`config.mk`:
```
export PLATFORM = sky130hd
export DESIGN_NAME = rsef_top
export DESIGN_NICKNAME = d
export VERILOG_FILES = /design/src/rsef_pkg.sv /design/src/rsef_top.sv
export VERILOG_INCLUDE_DIRS = /design/src /design/src/src
export SDC_FILE = /design/constraint.sdc
export NUM_CORES = 1
export LEC_CHECK = 0
export ABC_AREA = 1
export BUFFER_PORTS_ARGS = -buffer_cell sky130_fd_sc_hd__clkbuf_2
export CAP_MARGIN = 20
export CORE_MARGIN = 8
export CORE_UTILIZATION = 45
export CTS_CLUSTER_DIAMETER = 80
export DETAILED_ROUTE_END_ITERATION = 6
export MAX_ROUTING_LAYER = met4
export PLACE_DENSITY = 0.69
export SLEW_MARGIN = 10
export SYNTH_ARGS = -nofsm -noshare
export SYNTH_HDL_FRONTEND = slang
export SYNTH_SLANG_ARGS = --single-unit
```
`constraint.sdc`:
```
create_clock -name mclk -period 1.53 [get_ports mclk]
set_clock_uncertainty 0.05 [all_clocks]
set_input_delay 0.153 -clock mclk [delete_from_list [all_inputs] [get_ports mclk]]
set_output_delay 0.153 -clock mclk [all_outputs]
set_load 0.03 [all_outputs]
```
`src/rsef_regs.svh`:
```
// Register map and bit layout of the receiver/converter error flags.
// Included by the flag block and its bench; definitions only.
`ifndef RSEF_REGS_SVH
`define RSEF_REGS_SVH

// Register indices; byte address is four times the index
`define RSEF_IDX_RX_FLAGS   6'h18
`define RSEF_IDX_RX_EN      6'h19
`define RSEF_IDX_CV_FLAGS   6'h1A
`define RSEF_IDX_CV_EN      6'h1B
`define RSEF_IDX_TOP        6'h1C
`define RSEF_IDX_TOP_EN     6'h1D

// Receiver flag bit positions
`define RSEF_RX_VALID       7
`define RSEF_RX_PREEMPH     6
`define RSEF_RX_COMPRESSED  5
`define RSEF_RX_BURST       4
`define RSEF_RX_CHECKSUM    3
`define RSEF_RX_ABSENT      2
`define RSEF_RX_CODING      1
`define RSEF_RX_LOCK        0

// Converter flag bit positions
`define RSEF_CV_SHORT       3
`define RSEF_CV_LCLIP       2
`define RSEF_CV_RCLIP       1
`define RSEF_CV_FAST        0

// Top-level summary bit positions
`define RSEF_TOP_CV         7
`define RSEF_TOP_RX         0

// Flag kinds and implemented bits
`define RSEF_RX_STICKY      8'h0A
`define RSEF_RX_STATE       8'hF5
`define RSEF_CV_STICKY      8'h0E
`define RSEF_CV_STATE       8'h01
`define RSEF_CV_EN_USED     8'h07
`define RSEF_TOP_USED       8'h81

// Reset values
`define RSEF_RX_EN_RST      8'h00
`define RSEF_CV_EN_RST      8'h00
`define RSEF_TOP_EN_RST     8'h00
`define RSEF_FLAG_RST       8'h00

`endif

```
`src/rsef_pkg.sv`:
```
// Types shared by the error flag block and its bench.
// Assumes an 8-bit register data path and byte addressing.
package rsef_pkg;
    typedef logic [7:0] rsef_byte_t;
    typedef logic [7:0] rsef_addr_t;
    typedef logic [5:0] rsef_idx_t;
endpackage : rsef_pkg

```
`src/rsef_top.sv`:
```
// Receiver and converter error flags with masks and interrupt summary.
// Assumes status inputs synchronous to mclk and an Avalon-MM master.
`timescale 1ns/1ps
`include "rsef_regs.svh"

module rsef_top (
    input  wire logic                 mclk,
    input  wire logic                 srst,
    input  wire rsef_pkg::rsef_addr_t avs_address,
    input  wire logic                 avs_read,
    input  wire logic                 avs_write,
    input  wire rsef_pkg::rsef_byte_t avs_writedata,
    output rsef_pkg::rsef_byte_t      avs_readdata,
    output logic                      avs_waitrequest,
    input  wire logic                 received_valid_flag,
    input  wire logic                 preemph_flag,
    input  wire logic                 compressed_payload_flag,
    input  wire logic                 nonaudio_type_change,
    input  wire logic                 burst_preamble_flag,
    input  wire logic                 cs_checksum_fail,
    input  wire logic                 input_absent,
    input  wire logic                 coding_parity_fail,
    input  wire logic                 pll_locked,
    input  wire logic                 converter_clock_short,
    input  wire logic                 left_clip_flag,
    input  wire logic                 right_clip_flag,
    input  wire logic                 fast_mode_mute_hint,
    output logic                      irq
);
    import rsef_pkg::*;

    // Bus handshake: one wait cycle, then accept
    logic       ack_reg;
    rsef_byte_t rdata_reg;
    wire        req_any = avs_read | avs_write;
    wire        cap     = req_any & ~ack_reg;
    wire        done    = req_any & ack_reg;
    wire        rd_cap  = avs_read & cap;
    wire        wr_done = avs_write & done;

    wire        aligned = (avs_address[1:0] == 2'h0);
    rsef_idx_t  idx;
    assign idx = avs_address[7:2];

    wire sel_rx     = aligned & (idx == `RSEF_IDX_RX_FLAGS);
    wire sel_rx_en  = aligned & (idx == `RSEF_IDX_RX_EN);
    wire sel_cv     = aligned & (idx == `RSEF_IDX_CV_FLAGS);
    wire sel_cv_en  = aligned & (idx == `RSEF_IDX_CV_EN);
    wire sel_top    = aligned & (idx == `RSEF_IDX_TOP);
    wire sel_top_en = aligned & (idx == `RSEF_IDX_TOP_EN);

    // Read side effects act on the capture edge, so a flag that sets
    // after the snapshot is kept for the next read instead of lost
    wire rd_rx  = rd_cap & sel_rx;
    wire rd_cv  = rd_cap & sel_cv;
    wire rd_top = rd_cap & sel_top;
    wire wr_top = wr_done & sel_top;

    // Wait drops in the second cycle whatever the address, so a master
    // never hangs on an unmapped or misaligned access
    assign avs_waitrequest = cap;
    assign avs_readdata    = rdata_reg;

    // Receiver flags
    rsef_byte_t rx_stk_reg;
    rsef_byte_t rx_stk_next;
    rsef_byte_t rx_seen_reg;
    rsef_byte_t rx_en_reg;
    logic       rx_type_reg;
    logic       rx_type_next;
    rsef_byte_t rx_live;
    rsef_byte_t rx_set;
    rsef_byte_t rx_clr;
    rsef_byte_t rx_evt;
    rsef_byte_t rx_flags;

    assign rx_live = {received_valid_flag,
                      preemph_flag,
                      compressed_payload_flag,
                      burst_preamble_flag,
                      1'b0,
                      input_absent,
                      1'b0,
                      pll_locked};

    assign rx_set = {4'h0, cs_checksum_fail, 1'b0,
                     coding_parity_fail, 1'b0};
    assign rx_clr = rd_rx ? `RSEF_RX_STICKY : 8'h00;

    // Set wins over the read clear
    assign rx_stk_next = (rx_stk_reg & ~rx_clr) | rx_set;
    // The type change arrives as a pulse; it is held until the next read
    // because the nonaudio level alone cannot show a change of type
    assign rx_type_next = (rx_type_reg & ~rd_rx)
                        | nonaudio_type_change;

    // Event pending while a state flag differs from its value at
    // the last read of the register
    assign rx_evt = ((rx_live ^ rx_seen_reg) & `RSEF_RX_STATE)
                  | rx_stk_reg
                  | {2'b00, rx_type_reg, 5'h00};

    assign rx_flags = (rx_live & `RSEF_RX_STATE) | rx_stk_reg;

    wire rx_hit = |(rx_evt & rx_en_reg);

    // Converter flags
    rsef_byte_t cv_stk_reg;
    rsef_byte_t cv_stk_next;
    rsef_byte_t cv_seen_reg;
    rsef_byte_t cv_en_reg;
    rsef_byte_t cv_live;
    rsef_byte_t cv_set;
    rsef_byte_t cv_clr;
    rsef_byte_t cv_evt;
    rsef_byte_t cv_flags;

    assign cv_live = {7'h00, fast_mode_mute_hint};
    assign cv_set  = {4'h0,
                      converter_clock_short,
                      left_clip_flag,
                      right_clip_flag,
                      1'b0};
    assign cv_clr = rd_cv ? `RSEF_CV_STICKY : 8'h00;
    assign cv_stk_next = (cv_stk_reg & ~cv_clr) | cv_set;

    assign cv_evt = ((cv_live ^ cv_seen_reg) & `RSEF_CV_STATE)
                  | cv_stk_reg;
    assign cv_flags = (cv_live & `RSEF_CV_STATE) | cv_stk_reg;

    // Clock-short has no enable bit, so it never interrupts
    wire cv_hit = |(cv_evt & cv_en_reg & `RSEF_CV_EN_USED);

    // Top-level summary: read clears, write-one clears, set wins
    rsef_byte_t top_reg;
    rsef_byte_t top_next;
    rsef_byte_t top_en_reg;
    rsef_byte_t top_set;
    rsef_byte_t top_clr;

    assign top_set = {cv_hit, 6'h00, rx_hit};
    assign top_clr = rd_top ? `RSEF_TOP_USED
                   : (wr_done & sel_top) ?
                     (avs_writedata & `RSEF_TOP_USED) : 8'h00;
    assign top_next = (top_reg & ~top_clr) | top_set;

    assign irq = |(top_reg & top_en_reg);

    // Read mux; unmapped addresses read as zero
    rsef_byte_t rd_mux;
    assign rd_mux = sel_rx     ? rx_flags :
                    sel_rx_en  ? rx_en_reg :
                    sel_cv     ? cv_flags :
                    sel_cv_en  ? cv_en_reg :
                    sel_top    ? top_reg :
                    sel_top_en ? top_en_reg : 8'h00;

    always_ff @(posedge mclk) begin
        if (srst) begin
            ack_reg   <= 1'b0;
            rdata_reg <= 8'h00;
        end else begin
            ack_reg <= cap;
            if (rd_cap) begin
                rdata_reg <= rd_mux;
            end
        end
    end

    always_ff @(posedge mclk) begin
        if (srst) begin
            rx_stk_reg  <= `RSEF_FLAG_RST;
            rx_seen_reg <= `RSEF_FLAG_RST;
            rx_type_reg <= 1'b0;
            cv_stk_reg  <= `RSEF_FLAG_RST;
            cv_seen_reg <= `RSEF_FLAG_RST;
            top_reg     <= `RSEF_FLAG_RST;
        end else begin
            rx_stk_reg  <= rx_stk_next;
            rx_type_reg <= rx_type_next;
            cv_stk_reg  <= cv_stk_next;
            top_reg     <= top_next;
            if (rd_rx) begin
                rx_seen_reg <= rx_live & `RSEF_RX_STATE;
            end
            if (rd_cv) begin
                cv_seen_reg <= cv_live & `RSEF_CV_STATE;
            end
        end
    end

    // Writes to the flag registers have no path here
    always_ff @(posedge mclk) begin
        if (srst) begin
            rx_en_reg  <= `RSEF_RX_EN_RST;
            cv_en_reg  <= `RSEF_CV_EN_RST;
            top_en_reg <= `RSEF_TOP_EN_RST;
        end else if (wr_done) begin
            if (sel_rx_en) begin
                rx_en_reg <= avs_writedata;
            end
            if (sel_cv_en) begin
                cv_en_reg <= avs_writedata & `RSEF_CV_EN_USED;
            end
            if (sel_top_en) begin
                top_en_reg <= avs_writedata & `RSEF_TOP_USED;
            end
        end
    end
endmodule : rsef_top

```
==> results.json <==
{
  "synth_compound_area_frac": 0.166,
  "start_kind": "register",
  "synthXorXnorAreaFrac": 0.00971,
  "synth_cell_type_count": 29,
  "io_buffers": 42,
  "clockBufferDepth": 2,
  "synthTopCellsByArea": "dfxtp_1 (41%), nand2_1 (14%), a21oi_1 (8.9%)",
  "dieArea_um2": 6290,
  "hold_viol_final": 0,
  "fin_crit_sh": 0.896,
  "maxSlewHeadroom": 0.749,
  "netlist_area_um2": 1800,
  "grt_use_total": 0.162,
  "synth_top_family_by_area": "simple AND/OR/NAND/NOR gates",
  "drtPass1Iterations": 4,
  "cp_slowest_cell": "dfxtp_1",
  "synth_simple_gate_area_share": 0.339,
  "place_hpwl_mm": 3.62,
  "core-area_um2": 3940,
  "ctsHoldBuffers": 0,
  "synth_cells": 257,
  "crit_arrival_ps": 1550,
  "synth_top_area_cell": "dfxtp_1",
  "nNetsFinal": 338,
  "regToRegSetupSlack_ps": 160,
  "cp.required_ps": 1710,
  "end_kind": "register",
  "wl_per_cell_um": 13.0,
  "layout-drive-gt1-share": 0.248,
  "reg2reg_depth": 9,
  "synth_common_cells": "nand2_1 (69), dfxtp_1 (37), a21oi_1 (32)",
  "crit_fanout": 6,
  "die_height_um": 79.3,
  "grt_pass1_vias": 1798,
  "critPathMaxStageDelay_ps": 330,
  "cts_buffers": 5,
  "clk_pin_slew_ps": 80,
  "timing.hold.ws_ps": 17.2,
  "crit_buf_inv": 3,
  "drt-initial-drc-count": 116,
  "via_per_inst": 5.00,
  "start_util": 0.458,
  "synth_edf_count": 0,
  "grt_max_degree": 21,
  "min_to": "cv_stk_reg[1]",
  "place_area_um2": 2080,
  "total_power_mw": 1.83,
  "root_buffer": "clkbuf_8",
  "grt_overflow": 0,
  "synth_mux_area_frac": 0,
  "period_needed_ps": 1370,
  "hold_path_depth": 3,
  "setup_viol": 0,
  "min_path_type": "in2reg",
  "syn2layout_area_growth_pct": 19.7,
  "h-tree-depth": 2,
  "clk-insertion-delay-late_ps": 290,
  "synthMostInstantiatedCell": "nand2_1",
  "cellLeakagePower_nw": 0.934,
  "wirelength_mm": 4.63,
  "hp-start": "right_clip_flag",
  "grt_most_used_layer": "met2",
  "synth-seq-cells": 37,
  "synthFlopType": "dfxtp_1",
  "powerDensity_nw_per_um2": 846,
  "postSynthAreaPerCell_um2": 7.02,
  "cts_tree": "yes",
  "drv_cap": 0,
  "finalInstanceArea_um2": 2160,
  "vias": 1780,
  "antenna_found_initial": 0,
  "yosys_warnings": 0,
  "ant_nets": 0,
  "cts_resized": 0,
  "peakVddDrop_uv": 512,
  "use_met3": 0.0474,
  "rows": 23,
  "die_w_um": 79.3,
  "drc": 0,
  "num-fill-cells": 400,
  "r2r_end": "avs_readdata[0]",
  "yosysTopAreaCellShare": 0.411,
  "fmax_mhz": 730,
  "cts_sinks": 37,
  "slew_violations": 0,
  "reg2reg_from": "ack_reg",
  "yosysSeqAreaShare": 0.411,
  "grt_use_met1": 0.197,
  "gp_congestion": 0.827,
  "synthAdderAreaFrac": 0,
  "status": "finished clean",
  "critPathTopFamily": "simple AND/OR/NAND/NOR gates",
  "ios": 43,
  "grt_first_pass_wirelength_mm": 8.03,
  "worst_slew_pin_slew_ps": 374,
  "antenna_cells": 0,
  "syn-num-nets": 290,
  "postSynth.asyncResetShare": 0,
  "crit_type": "reg2reg",
  "setup.worst_path.start": "ack_reg",
  "path_cells": "nor2_2, nand2_2, inv_4, nand2_2, inv_2, nand2_1, nand2_1, inv_1, a21oi_2",
  "rsz0062_at_grt": "no",
  "gr-usage-met2": 0.251,
  "tns_ps": 0,
  "post_cts_buffers": 0
}
[logic make-up (layout without fill, tap and decap cells)]
family | after synthesis | in the layout
DFF | 37 | 37
buffers and inverters | 31 | 80
AOI/OAI and AO/OA | 53 | 53
xor gates and xnor gates | 2 | 2
and+or+nand+nor | 134 | 134
[power breakdown]
| part | internal (mW) | total (mW) | switching [mW] |
|---|---|---|---|
| clock network | 0.316 | 0.664 | 0.348 |
| registers | 0.976 | 0.986 | 0.00950 |
| logic | 0.0674 | 0.176 | 0.109 |
[layer usage]
metal,part of all wire,wire length [um]
met1,0.49,2250
met2,0.46,2140
met3,0.043,197
met4,0.0095,44
met5,0,0
[cell type report]
type                       count  area [um2]  share of cell area
multi-input combinational    189         930               0.430
clock inverter                 2        10.0             0.00463
tap                           50        62.6              0.0290
inverter                      25        96.3              0.0446
timing repair buffer          47         248               0.115
clock buffer                   6        72.6              0.0336
sequential                    37         741               0.343
[worst max path at each step]
| stage | slack (ps) | endpoint | cells past startpoint |
|---|---|---|---|
| 2_1_floorplan | 50 | avs_readdata[0] | 9 |
| 3_3_place_gp | 40 | rx_en_reg[7] | 8 |
| 3_5_place_dp | 40 | rx_en_reg[7] | 8 |
| 4_1_cts | 160 | avs_readdata[7] | 11 |
| 5_1_grt | 8 | avs_readdata[7] | 11 |
| 6_report | 160 | avs_readdata[0] | 9 |
[through the flow]
step	instances	utilization	setup slack, ps
after floorplan	257	-	45.3
after global placement	348	0.527	44.0
after detailed placement	348	0.527	43.8
after CTS	356	0.548	159
after global routing	356	0.548	8.26
final	356	0.548	160
[cell usage in the layout, fill, tap and decap left out, types with 2 or more instances in the layout]
master | synthesis | routed
nor2_1 | 21 | 21
clkbuf_8 | 0 | 5
xor2_1 | 2 | 2
a21oi_1 | 32 | 32
nand3_1 | 23 | 23
nor2_4 | 4 | 4
inv_1 | 21 | 21
a31oi_1 | 4 | 4
nand4_1 | 5 | 5
dfxtp_1 | 37 | 37
nor2_2 | 3 | 3
a22o_1 | 2 | 2
nand2_1 | 69 | 69
o21ai_0 | 7 | 7
inv_2 | 3 | 3
clkbuf_2 | 0 | 42
clkinv_2 | 0 | 2
or2_2 | 2 | 2
buf_4 | 0 | 5
nand2_2 | 4 | 4
o21ai_2 | 2 | 2
[worst reg2reg max path: cells and delay by family (launching register included)]
kind,cells,cell delay (ps)
AOI/OAI and AO/OA,1,110
and+or+nand+nor,5,530
buffers and inverters,3,290
DFF,1,330
(Power assumes the default switching activity.)
